`config.mk`:
```
export PLATFORM = sky130hd
export DESIGN_NAME = bridge_misc_config_regs
export DESIGN_NICKNAME = d
export VERILOG_FILES = /design/src/core/bridge_misc_config_pkg.sv /design/src/core/bridge_misc_config_regs.sv
export SDC_FILE = /design/constraint.sdc
export NUM_CORES = 1
export LEC_CHECK = 0
export BUFFER_PORTS_ARGS = -buffer_cell sky130_fd_sc_hd__buf_2
export CAP_MARGIN = 25
export CORE_MARGIN = 4
export CORE_UTILIZATION = 47
export DETAILED_ROUTE_END_ITERATION = 12
export GPL_TIMING_DRIVEN = 0
export PLACE_DENSITY_LB_ADDON = 0.08
export SLEW_MARGIN = 20
export SYNTH_ARGS = -nofsm -noshare
export SYNTH_HDL_FRONTEND = slang
export SYNTH_SLANG_ARGS = --single-unit
```
`constraint.sdc`:
```
create_clock -name core_clk_i -period 2.3 [get_ports core_clk_i]
set_input_delay 0.46 -clock core_clk_i [delete_from_list [all_inputs] [get_ports core_clk_i]]
set_output_delay 0.46 -clock core_clk_i [all_outputs]
set_load 0.02 [all_outputs]
```
`src/core/bridge_misc_config_pkg.sv`:
```
// Package for the bridge miscellaneous configuration register bank.
// Assumes a byte-addressed register port with 32-bit read and write data.
package bridge_misc_config_pkg;

    // ******************************************************************
    // Register port geometry
    // ******************************************************************
    localparam int ADDR_W = 8;
    localparam int DATA_W = 32;

    // ******************************************************************
    // Offsets
    // ******************************************************************
    localparam logic [7:0] OFS_PIN_EVENT_STATUS = 8'h40;
    localparam logic [7:0] OFS_PIN_FUNCTION_SELECT = 8'h44;
    localparam logic [7:0] OFS_PIN_INTERRUPT_TRIGGER_TYPE = 8'h48;
    localparam logic [7:0] OFS_MISC_CONTROL_STATUS = 8'h4c;
    localparam logic [7:0] OFS_TEST_DIAGNOSTIC_CONTROL = 8'h4f;

    // ******************************************************************
    // Field positions
    // ******************************************************************
    // Pin function select and trigger type share bit positions
    localparam int BIT_PIN5 = 5;
    localparam int BIT_PIN4 = 4;
    localparam int BIT_PIN3 = 3;
    localparam int BIT_PIN2 = 2;
    // Event status
    localparam int BIT_PIN3_EVENT_FLAG = 28;
    localparam int BIT_PIN2_EVENT_FLAG = 27;
    // Misc control and status
    localparam int BIT_EEPROM_PRESENT = 15;
    localparam int BIT_EEPROM_ERROR = 14;
    localparam int BIT_EEPROM_BUSY = 13;
    localparam int BIT_HANDLE_SWITCH_STATE = 8;
    localparam int LOADED_W = 6;
    // Diagnostic
    localparam int BIT_ID_ALL_ONES = 7;
    localparam int BIT_DELAYED_TXN_DISABLE = 4;
    localparam int BIT_LATENCY_EXTEND = 3;
    localparam int BIT_ERROR_TIMER_DISABLE = 1;
    localparam int BIT_STATE_VECTOR_OUT = 0;

    // ******************************************************************
    // Reset values and writable masks
    // ******************************************************************
    localparam logic [1:0] TRIGGER_TYPE_RESET = 2'h0;
    localparam logic [1:0] PIN_SELECT_RESET = 2'h0;
    localparam logic [5:0] MISC_LOADED_RESET = 6'h0f;
    localparam logic [7:0] DIAG_RESET = 8'h00;
    localparam logic [7:0] DIAG_WRITE_MASK = 8'h9b;

    // ******************************************************************
    // Target latency limits in bus clocks
    // ******************************************************************
    localparam logic [6:0] TARGET_LATENCY_NORMAL = 7'h10;
    localparam logic [6:0] TARGET_LATENCY_EXTENDED = 7'h40;

endpackage

```
`src/core/bridge_misc_config_regs.sv`:
```
// Miscellaneous configuration, status and diagnostic register bank of the
// bridge, with the pin 2 and pin 3 event detectors.
// Assumes the register master and the EEPROM loader share core_clk_i, while
// the pin and handle switch inputs arrive unsynchronised.
//
// Notes on behaviour
// (RQ1) Pin 3 type: low level or change
// (RQ2) Pin 2 type: low level or change
// (RQ3) Trigger register: only bits 3,2 writable
// (RQ4) Bit 15 shows EEPROM detected
// (RQ5) Bit 14 error sticky, write one clears
// (RQ6) Bit 13 shows EEPROM interface busy
// (RQ7) Bit 8 shows handle switch level
// (RQ8) Bit 5 enables expansion bus
// (RQ9) Bit 4 selects power management layout
// (RQ10) Bit 3 enables hot swap, default on
// (RQ11) Bit 2 locks cold wake support bit
// (RQ12) Bit 1 enables posted writes, default on
// (RQ13) Bit 0 write-protects subsystem IDs
// (RQ14) Misc word resets 000f, reserved zero
// (RQ15) Diag bit 7 forces ID reads ones
// (RQ16) Diag bit 4 disables delayed transactions
// (RQ17) Diag bit 3 stretches latency 16 to 64
// (RQ18) Diag bit 1 disables error timer
// (RQ19) Diag bit 0 routes state vectors out
// (RQ20) Software leaves diagnostic register alone normally
// (RQ21) Diag resets 00, reserved bits zero
// (RQ22) No pin event unless pin selected interrupt
// (RQ23) Expansion enable turns pins 5,4 strobes
// (RQ24) Change detected from successive synchronised samples
//
// Strobed register access was left to the implementer.
module bridge_misc_config_regs (
    input wire logic core_clk_i,
    input wire logic rst_i,
    input wire logic [bridge_misc_config_pkg::ADDR_W-1:0] reg_addr_i,
    input wire logic [bridge_misc_config_pkg::DATA_W-1:0] reg_wdata_i,
    input wire logic reg_wr_i,
    input wire logic reg_rd_i,
    output logic [bridge_misc_config_pkg::DATA_W-1:0] reg_rdata_o,
    input wire logic eeprom_present_i,
    input wire logic eeprom_error_i,
    input wire logic eeprom_busy_i,
    input wire logic eeprom_load_i,
    input wire logic [bridge_misc_config_pkg::LOADED_W-1:0] eeprom_load_data_i,
    input wire logic handle_switch_input_i,
    input wire logic pin2_input_i,
    input wire logic pin3_input_i,
    output logic pin2_event_flag_o,
    output logic pin3_event_flag_o,
    output logic expansion_read_strobe_sel_o,
    output logic expansion_write_strobe_sel_o,
    output logic expansion_bus_enable_o,
    output logic pm_rev_select_o,
    output logic hot_swap_enable_o,
    output logic cold_wake_lock_o,
    output logic posted_write_enable_o,
    output logic subsys_id_write_protect_o,
    output logic id_all_ones_o,
    output logic delayed_txn_disable_o,
    output logic latency_extend_o,
    output logic [6:0] target_latency_limit_o,
    output logic error_timer_disable_o,
    output logic state_vector_out_o
);

    // ******************************************************************
    // State
    // ******************************************************************
    typedef struct packed {
        logic [2:0] p2_sync;
        logic [2:0] p3_sync;
        logic [2:0] hs_sync;
        logic p2_val;
        logic p3_val;
        logic hs_val;
        logic [1:0] pin_sel;
        logic [1:0] trig;
        logic [1:0] evt;
        logic err;
        logic [5:0] loaded;
        logic [7:0] diag;
        logic [6:0] latency;
        logic [31:0] rdata;
    } state_t;

    state_t state_reg;
    state_t state_next;

    // Sampled value moves only once the second and third stages agree,
    // which rejects a single-cycle glitch at the cost of one more cycle.
    function automatic logic filtered(input logic [2:0] s, input logic cur);
        filtered = (s[1] == s[2]) ? s[2] : cur;
    endfunction

    // Write strobe aimed at one register offset
    function automatic logic wr_hit(input logic wr, input logic [bridge_misc_config_pkg::ADDR_W-1:0] addr,
                                    input logic [bridge_misc_config_pkg::ADDR_W-1:0] ofs);
        wr_hit = wr && (addr == ofs);
    endfunction

    // Event condition for one pin
    function automatic logic pin_hit(input logic sel, input logic trig, input logic cur, input logic nxt);
        pin_hit = sel & (trig ? (cur != nxt) : ~nxt);
    endfunction

    // ******************************************************************
    // Next state
    // ******************************************************************
    always_comb begin
        logic hit2;
        logic hit3;
        logic wr_evt;
        logic wr_sel;
        logic wr_trig;
        logic wr_misc;
        logic wr_diag;
        logic [31:0] rd;
        hit2 = 1'b0;
        hit3 = 1'b0;
        rd = 32'h0000_0000;
        state_next = state_reg;

        wr_evt = wr_hit(reg_wr_i, reg_addr_i, bridge_misc_config_pkg::OFS_PIN_EVENT_STATUS);
        wr_sel = wr_hit(reg_wr_i, reg_addr_i, bridge_misc_config_pkg::OFS_PIN_FUNCTION_SELECT);
        wr_trig = wr_hit(reg_wr_i, reg_addr_i, bridge_misc_config_pkg::OFS_PIN_INTERRUPT_TRIGGER_TYPE);
        wr_misc = wr_hit(reg_wr_i, reg_addr_i, bridge_misc_config_pkg::OFS_MISC_CONTROL_STATUS);
        wr_diag = wr_hit(reg_wr_i, reg_addr_i, bridge_misc_config_pkg::OFS_TEST_DIAGNOSTIC_CONTROL);

        // Pin synchronisers; stage 0 feeds only stage 1
        state_next.p2_sync = {state_reg.p2_sync[1:0], pin2_input_i};
        state_next.p3_sync = {state_reg.p3_sync[1:0], pin3_input_i};
        state_next.hs_sync = {state_reg.hs_sync[1:0], handle_switch_input_i};
        // (RQ24) Successive sample compare
        state_next.p2_val = filtered(state_reg.p2_sync, state_reg.p2_val);
        state_next.p3_val = filtered(state_reg.p3_sync, state_reg.p3_val);
        state_next.hs_val = filtered(state_reg.hs_sync, state_reg.hs_val);

        // (RQ3) Only trigger bits writable
        if (wr_trig) begin
            state_next.trig = {reg_wdata_i[bridge_misc_config_pkg::BIT_PIN3],
                               reg_wdata_i[bridge_misc_config_pkg::BIT_PIN2]};
        end
        if (wr_sel) begin
            state_next.pin_sel = {reg_wdata_i[bridge_misc_config_pkg::BIT_PIN3],
                                  reg_wdata_i[bridge_misc_config_pkg::BIT_PIN2]};
        end

        // (RQ22) Event gated by select
        // (RQ1) Pin 3 trigger choice
        hit3 = pin_hit(state_reg.pin_sel[1], state_reg.trig[1], state_reg.p3_val, state_next.p3_val);
        // (RQ2) Pin 2 trigger choice
        hit2 = pin_hit(state_reg.pin_sel[0], state_reg.trig[0], state_reg.p2_val, state_next.p2_val);
        // Write one clears, but a new event in the same cycle wins
        if (wr_evt) begin
            state_next.evt = state_reg.evt & ~{reg_wdata_i[bridge_misc_config_pkg::BIT_PIN3_EVENT_FLAG],
                                               reg_wdata_i[bridge_misc_config_pkg::BIT_PIN2_EVENT_FLAG]};
        end
        state_next.evt = state_next.evt | {hit3, hit2};

        // (RQ5) Error sticky, write one clears, set wins
        if (wr_misc && reg_wdata_i[bridge_misc_config_pkg::BIT_EEPROM_ERROR]) begin
            state_next.err = 1'b0;
        end
        if (eeprom_error_i) begin
            state_next.err = 1'b1;
        end

        // (RQ8) Enables come from the EEPROM loader, not software
        if (eeprom_load_i) begin
            state_next.loaded = eeprom_load_data_i;
        end

        // (RQ21) Reserved diagnostic bits stay zero
        if (wr_diag) begin
            state_next.diag = reg_wdata_i[7:0] & bridge_misc_config_pkg::DIAG_WRITE_MASK;
        end
        // (RQ17) Latency limit choice
        state_next.latency = state_next.diag[bridge_misc_config_pkg::BIT_LATENCY_EXTEND]
                             ? bridge_misc_config_pkg::TARGET_LATENCY_EXTENDED
                             : bridge_misc_config_pkg::TARGET_LATENCY_NORMAL;

        // Read data is captured on the read strobe and is zero in every other cycle
        case (reg_addr_i)
            bridge_misc_config_pkg::OFS_PIN_EVENT_STATUS: begin
                rd[bridge_misc_config_pkg::BIT_PIN3_EVENT_FLAG] = state_reg.evt[1];
                rd[bridge_misc_config_pkg::BIT_PIN2_EVENT_FLAG] = state_reg.evt[0];
            end
            bridge_misc_config_pkg::OFS_PIN_FUNCTION_SELECT: begin
                // (RQ23) Strobe function follows enable
                rd[bridge_misc_config_pkg::BIT_PIN5] = state_reg.loaded[5];
                rd[bridge_misc_config_pkg::BIT_PIN4] = state_reg.loaded[5];
                rd[bridge_misc_config_pkg::BIT_PIN3] = state_reg.pin_sel[1];
                rd[bridge_misc_config_pkg::BIT_PIN2] = state_reg.pin_sel[0];
            end
            bridge_misc_config_pkg::OFS_PIN_INTERRUPT_TRIGGER_TYPE: begin
                rd[bridge_misc_config_pkg::BIT_PIN3] = state_reg.trig[1];
                rd[bridge_misc_config_pkg::BIT_PIN2] = state_reg.trig[0];
            end
            bridge_misc_config_pkg::OFS_MISC_CONTROL_STATUS: begin
                // (RQ4) Present flag live
                rd[bridge_misc_config_pkg::BIT_EEPROM_PRESENT] = eeprom_present_i;
                rd[bridge_misc_config_pkg::BIT_EEPROM_ERROR] = state_reg.err;
                // (RQ6) Busy flag live
                rd[bridge_misc_config_pkg::BIT_EEPROM_BUSY] = eeprom_busy_i;
                // (RQ7) Handle level
                rd[bridge_misc_config_pkg::BIT_HANDLE_SWITCH_STATE] = state_reg.hs_val;
                // (RQ14) Reserved bits zero
                rd[bridge_misc_config_pkg::LOADED_W-1:0] = state_reg.loaded;
            end
            bridge_misc_config_pkg::OFS_TEST_DIAGNOSTIC_CONTROL: begin
                rd[7:0] = state_reg.diag;
            end
            default: begin
                rd = 32'h0000_0000;
            end
        endcase
        state_next.rdata = reg_rd_i ? rd : 32'h0000_0000;
    end

    // ******************************************************************
    // Registers
    // ******************************************************************
    always_ff @(posedge core_clk_i or posedge rst_i) begin
        if (rst_i) begin
            state_reg <= '0;
            state_reg.trig <= bridge_misc_config_pkg::TRIGGER_TYPE_RESET;
            state_reg.pin_sel <= bridge_misc_config_pkg::PIN_SELECT_RESET;
            // (RQ14) Misc reset value
            state_reg.loaded <= bridge_misc_config_pkg::MISC_LOADED_RESET;
            state_reg.diag <= bridge_misc_config_pkg::DIAG_RESET;
            state_reg.latency <= bridge_misc_config_pkg::TARGET_LATENCY_NORMAL;
        end else begin
            state_reg <= state_next;
        end
    end

    // ******************************************************************
    // Outputs, each a flop
    // ******************************************************************
    assign reg_rdata_o = state_reg.rdata;
    assign pin2_event_flag_o = state_reg.evt[0];
    assign pin3_event_flag_o = state_reg.evt[1];
    // (RQ23) Pins 5,4 strobe function
    assign expansion_read_strobe_sel_o = state_reg.loaded[5];
    assign expansion_write_strobe_sel_o = state_reg.loaded[5];
    assign expansion_bus_enable_o = state_reg.loaded[5];
    // (RQ9) Layout select
    assign pm_rev_select_o = state_reg.loaded[4];
    // (RQ10) Hot swap enable
    assign hot_swap_enable_o = state_reg.loaded[3];
    // (RQ11) Cold wake lock
    assign cold_wake_lock_o = state_reg.loaded[2];
    // (RQ12) Posted write gate
    assign posted_write_enable_o = state_reg.loaded[1];
    // (RQ13) Subsystem ID protect
    assign subsys_id_write_protect_o = state_reg.loaded[0];
    // (RQ15) ID reads forced ones
    assign id_all_ones_o = state_reg.diag[bridge_misc_config_pkg::BIT_ID_ALL_ONES];
    // (RQ16) Delayed transaction disable
    assign delayed_txn_disable_o = state_reg.diag[bridge_misc_config_pkg::BIT_DELAYED_TXN_DISABLE];
    assign latency_extend_o = state_reg.diag[bridge_misc_config_pkg::BIT_LATENCY_EXTEND];
    assign target_latency_limit_o = state_reg.latency;
    // (RQ18) Error timer disable
    assign error_timer_disable_o = state_reg.diag[bridge_misc_config_pkg::BIT_ERROR_TIMER_DISABLE];
    // (RQ19) State vector routing
    assign state_vector_out_o = state_reg.diag[bridge_misc_config_pkg::BIT_STATE_VECTOR_OUT];

endmodule

```
==> results.md, run 1 <==
- Minimum clock period after layout: about 1.7 ns
- Fill cell count: roughly 340
- Layout Area Growth over Synthesis: 28.8%
- Xor and xnor fraction of the mapped netlist area: 0.00876
- Number of instances in the synthesized netlist: 154
- Category of the critical setup timing path: in -> reg
- Largest family of logic cells by synthesized area: buffers and inverters
- Buffer type at the clock tree root: clkbuf_8
- Yosys synthesis warning count: 0
- Crit start category: input pin
- Hold-fix buffers, CTS: 0
- Number of buffers added by the clock tree synthesis step: 5
- Final worst path period share: 0.742
- Post-CTS Resized: 0
- Total area of multi-input combinational cells: about 650 sq um
- Total via count after detailed routing: 1289
- Most frequent standard cell in the layout excluding fill and tap cells: buf_2
- Pin count of the biggest net entering global routing: 26
- Number of cells traversed by the worst register-to-register path: 3
- Global-route wire length before repair: slightly below 6000 um
- Sequential cell area: about 1100 sq um
- Multiplexer share of the synthesized area: 0.116
- Maximum clock insertion buffer count: 2
- Post-Synth Simple-Gate Area: 0.102
- Die height: around 73 um
- Yosys reg bits: 44
- Series of cell instances along the critical path: buf_2 > nor4b_4 > and4_1 > buf_6 > mux2_4
- Seq/Total Area, Yosys: 0.554
- Number of violations of the max-capacitance limit: 0
- Count of input and output buffers: slightly above 60
- Die ar.: roughly 5400 sq um
- Synthesized area: ~2000 sq um
- Endpoint of the worst setup timing path: error_timer_disable_o
- Die Width: roughly 73 um
- First-pass detailed-route iteration total: 4
- GR Overflow Total: 0
- Layout Skew: approximately 0.0087 ns
- Total number of nets in the final design: slightly above 300
- Cell Count Post-Placement: 289
- Compound-gate portion of the synthesized area: 0.0375
- Worst-Skew Late Latency: 0.29 ns
- Final setup violating endpoints: 0
- Worst hold path type: in -> async
- Final standard cell utilization of the core: 0.635
- RSZ-0062 raised after global routing: no
- 1st-iter DRT viols: 57
- Setup Buffers After CTS: 0
- Wire length reported by the detailed router: around 3700 um
- Start point of the critical path: reg_addr_i[5]
- Area share of fa/ha/maj cells after synthesis: 0.0150
- Worst r2r dst: pin3_event_flag_o
- P per Cell Area: about 630 nW/um^2
- Number of standard cells in the final layout excluding fillers: 297
- Slack of the worst reg-to-reg path: between 1 and 1.5 ns
- Fmax: approximately 0.6 GHz
- Peak fanout along the critical path: 10
- Run status: completed
- Peak supply drop: 393 uV
- Number of clock sinks: 44
- Actual slew at the worst max-slew pin: approximately 0.70 ns
- Post-Place Worst Slack: 0.314 ns
- Max-slew violation count: 0
- Worst relative slew slack: 0.533
- Async set or reset register ratio after synthesis: 1.00
- Signal arrival time at the worst endpoint: about 1.9 ns
- Count of final hold-check violations: 0
- Number of diodes added for antenna fixing: 0
- Total routing usage reported by global routing: 0.147
- Leak pwr: ~1.4 nW
- Distinct cell type count of the synthesized netlist: 29
- # DRC: 0
- Main synth FF type: dfrtp_1
- Clock transition time at the flip-flop clock pins of the worst setup and hold paths: ~0.080 ns
- Number of global-route vias before repair: 1278
- Number of nets still failing antenna checks after routing: 0
- Accumulated negative setup slack: 0 ns
- Average wire per cell in the routed design: around 12 um
- Initial Utilization: 0.493
- Delay of the slowest cell on the worst path: between 0.5 and 0.6 ns
- Total buffers and inverters traversed by the critical path: 2
- Critical path required time: 2.48 ns
- Setup crit end kind: flip-flop
- Top cell family by delay on the critical path: simple AND/OR/NAND/NOR gates
- Library cell contributing the largest single delay on the critical path: nor4b_4
- Number of gates on the worst path with buffers counted: 5
- Largest register FFs: 13
- Reg-to-Reg Start: state_reg[61]
- Average cell area after synthesis: between 10 and 15 sq um
- Fin worst setup slack: approximately 0.6 ns
- Post-synth EDFFs: 0
- Maximum level of the CTS H-tree: 2
- Count of boundary I/O pins: ~110
- Core Footprint: a little over 4000 sq um
- Vias per cell: roughly 4.3
- Min Hold Slack: roughly 0.2 ns
- Highest-count cells in the layout ignoring fill and taps: buf_2 (61), buf_4 (41), dfrtp_1 (39)
- Final HPWL from detailed placement: around 2900 um
- Routability Congestion: 0.737
- Row count: 23
- Clock tree from TritonCTS: built
- Share of post-route cells with drive strength above 1: 0.559
- Antenna violations before repair: 0
-- routing by layer --
layer	wire length, um	vias to the layer above	GRT usage
li1	-	649	-
met1	1540	568	0.190
met2	1650	66	0.227
met3	415	6	0.0482
met4	57	0	0.0615
met5	0	-	0
-- worst reg2reg max path, cell delays in order (launching register included) --
cell and delay, ns:
dfrtp_1 0.39, maj3_1 0.39, xnor2_1 0.14, a22o_1 0.22
-- stage by stage --
step	power, W	area, sq um
after floorplan	0.00106	2090
after global placement	0.00115	2450
after detailed placement	0.00116	2480
after CTS	0.00165	2570
after global routing	0.00172	2570
final	0.00163	2570
-- power breakdown --
| part | internal [W] | total, W | leakage [nW] | switching (W) |
|---|---|---|---|---|
| combinational | 0.000128 | 0.000283 | 0.810 | 0.000155 |
| sequential | 0.000826 | 0.000859 | 0.554 | 0.0000327 |
| clock | 0.000244 | 0.000492 | 0.0445 | 0.000248 |
| total | 0.00120 | 0.00163 | 1.41 | 0.000435 |
-- synth_stat cells, drive strengths merged (3+ instances only) --
| library cell | count | share of area |
|---|---|---|
| nor2 | 5 | 0.0094 |
| mux2 | 18 | 0.11 |
| a22oi | 3 | 0.011 |
| maj3 | 3 | 0.015 |
| nand3 | 3 | 0.0075 |
| dfstp | 5 | 0.066 |
| a22o | 3 | 0.013 |
| buf | 42 | 0.16 |
| nor2b | 4 | 0.013 |
| dfrtp | 39 | 0.49 |
| nand4 | 3 | 0.0094 |
| and3 | 10 | 0.033 |
-- cells by family after synthesis --
family / after synthesis
xor+xnor: 2
mux: 19
buf+inv: 45
other cells: 1
compound gates: 9
fa+ha+maj: 3
simple gates: 31
flops: 44
-- worst min path at each step --
stage	startpoint	to	slack, ns
2_1_floorplan	state_next[64]	state_next[65]	0.33
3_3_place_gp	state_next[64]	state_next[65]	0.33
3_5_place_dp	state_next[64]	state_next[65]	0.34
4_1_cts	rst_i	pm_rev_select_o	0.22
5_1_grt	rst_i	state_reg[62]	0.25
6_report	rst_i	state_reg[62]	0.20
-- cell type report --
| class | instances | share of cell area |
|---|---|---|
| inverters | 1 | 0.00146 |
| plain buffers | 44 | 0.127 |
| well taps | 50 | 0.0243 |
| multi-input cells | 88 | 0.252 |
| flip-flops and latches | 44 | 0.430 |
| clock buffers | 7 | 0.0335 |
| repair buffers | 62 | 0.129 |
| clock inverters | 1 | 0.00292 |
(Power assumes the default switching activity.)
==> run 2: changes to the inputs <==
CORE_UTILIZATION = 40   (was 47)
clock period = 1.4 ns   (was 2.3 ns; I/O delays follow)
==> results.md, run 2 (synthesized netlist as in run 1, its figures left out) <==
- Run status: completed
- Largest register FFs: 13 (unchanged)
- Minimum clock period after layout: 1.32 ns
- Actual slew at the worst max-slew pin: 0.621 ns (-0.0772 ns)
- Switching power total: 0.000699 W (+60%)
- Worst hold path type: in -> reg
- Total number of nets in the final design: 305 (+0.66%)
- Vias per cell: 4.10 (-5.6%)
- Cell Count Post-Placement: 306 (+5.9%)
- Layout Area Growth over Synthesis: 29.7%
- Initial Utilization: 0.418 (-0.0750)
- Average wire per cell in the routed design: 11.8 um (-4.3%)
- Leak pwr: 1.41 nW (+0.29%)
- Worst r2r dst: pin3_event_flag_o
- # DRC: 0 (unchanged)
- Max-slew violation count: 0 (unchanged)
- Die height: 78.7 um (+7.5%)
- Worst relative slew slack: 0.585 (+0.0516)
- Reg-to-Reg Start: state_reg[61]
- Accumulated negative setup slack: 0 ns (unchanged)
- Worst min-delay path endpoint: state_next[70]
- Depth of the worst hold-timing path: 1
- Number of standard cells in the final layout excluding fillers: 316 (+6.4%)
- Count of boundary I/O pins: 111 (unchanged)
- Combinational cell fraction of total power: 0.177 (+0.004)
- Layout Skew: 0.00343 ns (-0.00527 ns)
- Total routing usage reported by global routing: 0.129 (-0.0185)
- Setup crit end kind: output pin
- Total via count after detailed routing: 1295 (+0.47%)
- Fill cell count: 456 (+34%)
- Worst-Skew Late Latency: 0.29 ns (about the same)
- Number of nets still failing antenna checks after routing: 0 (unchanged)
- Pin count of the biggest net entering global routing: 28 (+7.7%)
- Total buffers and inverters traversed by the critical path: 2 (unchanged)
- Final worst path period share: 0.940
- 1st-iter DRT viols: 63 (+11%)
- Number of cells traversed by the worst register-to-register path: 3 (unchanged)
- Number of diodes added for antenna fixing: 0 (unchanged)
- Number of global-route vias before repair: 1291 (+1.0%)
- Library cell contributing the largest single delay on the critical path: dfstp_2
- Critical path required time: 1.12 ns (-1.36 ns)
- Core Footprint: 4790 sq um (+18%)
- Peak fanout along the critical path: 1 (-9)
- Signal arrival time at the worst endpoint: 1.04 ns (-0.84 ns)
- Most frequent standard cell in the layout excluding fill and tap cells: buf_2
- Post-CTS Resized: 0 (unchanged)
- Highest-count cells in the layout ignoring fill and taps: buf_2 (61), buf_4 (42), dfrtp_1 (39)
- Antenna violations before repair: 0 (unchanged)
- Reg power frac: 0.540 (+0.014)
- P per Cell Area: 1010 nW/um^2 (+59%)
- Peak supply drop: 649 uV (+65%)
- Crit start category: flip-flop
- Final HPWL from detailed placement: 2990 um (+1.4%)
- Series of cell instances along the critical path: buf_4 > buf_2
- Clock tree from TritonCTS: built
- Worst Hold Launch: pin2_input_i
- Slack of the worst reg-to-reg path: 0.14 ns (-0.91 ns)
- Top cell family by delay on the critical path: flip-flops
- Pint: 0.00192 W (+60%)
- Routability Congestion: 0.745 (+1.1%)
- Die ar.: 6190 sq um (+16%)
- Fmax: between 0.7 and 0.8 GHz
- Number of buffers added by the clock tree synthesis step: 5 (unchanged)
- RSZ-0062 raised after global routing: no
- Category of the critical setup timing path: reg -> out
- Summed area of non-filler cells in the final layout: 2590 sq um (+0.73%)
- Buffer type at the clock tree root: clkbuf_8
- Number of clock sinks: 44 (unchanged)
- Number of violations of the max-capacitance limit: 0 (unchanged)
- Count of final hold-check violations: 0 (unchanged)
- Net switching fraction of the power: 0.267 (+0.000428)
- Wire length reported by the detailed router: 3730 um (+1.8%)
- Count of input and output buffers: 61 (unchanged)
- Clock transition time at the flip-flop clock pins of the worst setup and hold paths: 0.08 ns (about the same)
- Area after DPL: 2490 sq um (+0.55%)
- First-pass detailed-route iteration total: 4 (unchanged)
- GR Overflow Total: 0 (unchanged)
- Share of post-route cells with drive strength above 1: 0.554 (-0.00449)
- Die Width: 78.7 um (+7.5%)
- Final setup violating endpoints: 0 (unchanged)
- Portion of total power attributed to the clock network: 0.283 (-0.018)
- Min Hold Slack: 0.0894 ns (-0.114 ns)
- Delay of the slowest cell on the worst path: 0.52 ns (-0.03 ns)
- Global-route wire length before repair: 6130 um (+3.3%)
- Final standard cell utilization of the core: 0.542 (-0.0926)
- Maximum clock insertion buffer count: 2 (unchanged)
- Row count: 25 (+8.7%)
- Maximum level of the CTS H-tree: 2 (unchanged)
==> run 2: cell types whose count changed in the layout (fill, tap and decap cells not counted), sizes merged <==
cell,previous run,this run
buf,104,105
clkinvlp,1,0
dlygate4sd3,0,1
clkinv,0,1
==> run 2: layer usage <==
layer | GRT usage | wire (um)
met3 | 0.0510 | 370
met5 | 0 | 0
met1 | 0.159 | 1590
met4 | 0.0472 | 14
met2 | 0.204 | 1750
==> run 2: worst max path at each step <==
stage / cells past startpoint / endpoint / slack [ns] / start
after global routing: 4 / state_reg[59] / 0.003 / reg_addr_i[1]
after detailed placement: 5 / latency_extend_o / -0.38 / reg_addr_i[7]
final: 2 / target_latency_limit_o[4] / 0.08 / target_latency_limit_o[4]
after CTS: 2 / target_latency_limit_o[4] / 0.07 / target_latency_limit_o[4]
after floorplan: 4 / delayed_txn_disable_o / -0.1 / reg_addr_i[7]
after global placement: 2 / reg_rdata_o[27] / -0.47 / rst_i
==> run 2: area by class of cell <==
class / count / area, sq um / share of cell area
Buffer: 44 / 327 / 0.126
Inverter: 1 / 3.75 / 0.00145
Timing Repair Buffer: 64 / 343 / 0.132
Tap cell: 67 / 83.8 / 0.0323
Sequential cell: 44 / 1110 / 0.427
Multi-Input combinational cell: 88 / 648 / 0.250
Clock inverter: 1 / 5.00 / 0.00193
Clock buffer: 7 / 76.3 / 0.0294
==> run 2: power groups by stage <==
| stage | Sequential (W) | Clock [W] | Combinational, W |
|---|---|---|---|
| after global routing | 0.00143 | 0.000817 | 0.000507 |
| final | 0.00141 | 0.000741 | 0.000463 |
| after floorplan | 0.00148 | 0 | 0.000261 |
| after CTS | 0.00141 | 0.000767 | 0.000466 |
| after detailed placement | 0.00144 | 0 | 0.000461 |
| after global placement | 0.00144 | 0 | 0.000455 |
==> run 2: repair_timing <==
action | 4_1_cts | 5_1_grt
hold endpoints to repair | 13 | 0
setup buffers | 1 | 0
setup endpoints to repair | 5 | 0
hold buffers | 1 | 0
==> run 2: stage by stage <==
step | power [W] | setup WS (ns)
global placement | 0.00189 | -0.474
floorplan | 0.00175 | -0.0976
finish | 0.00262 | 0.0835
detailed placement | 0.00190 | -0.381
CTS | 0.00265 | 0.0702
global route | 0.00275 | 0.00270
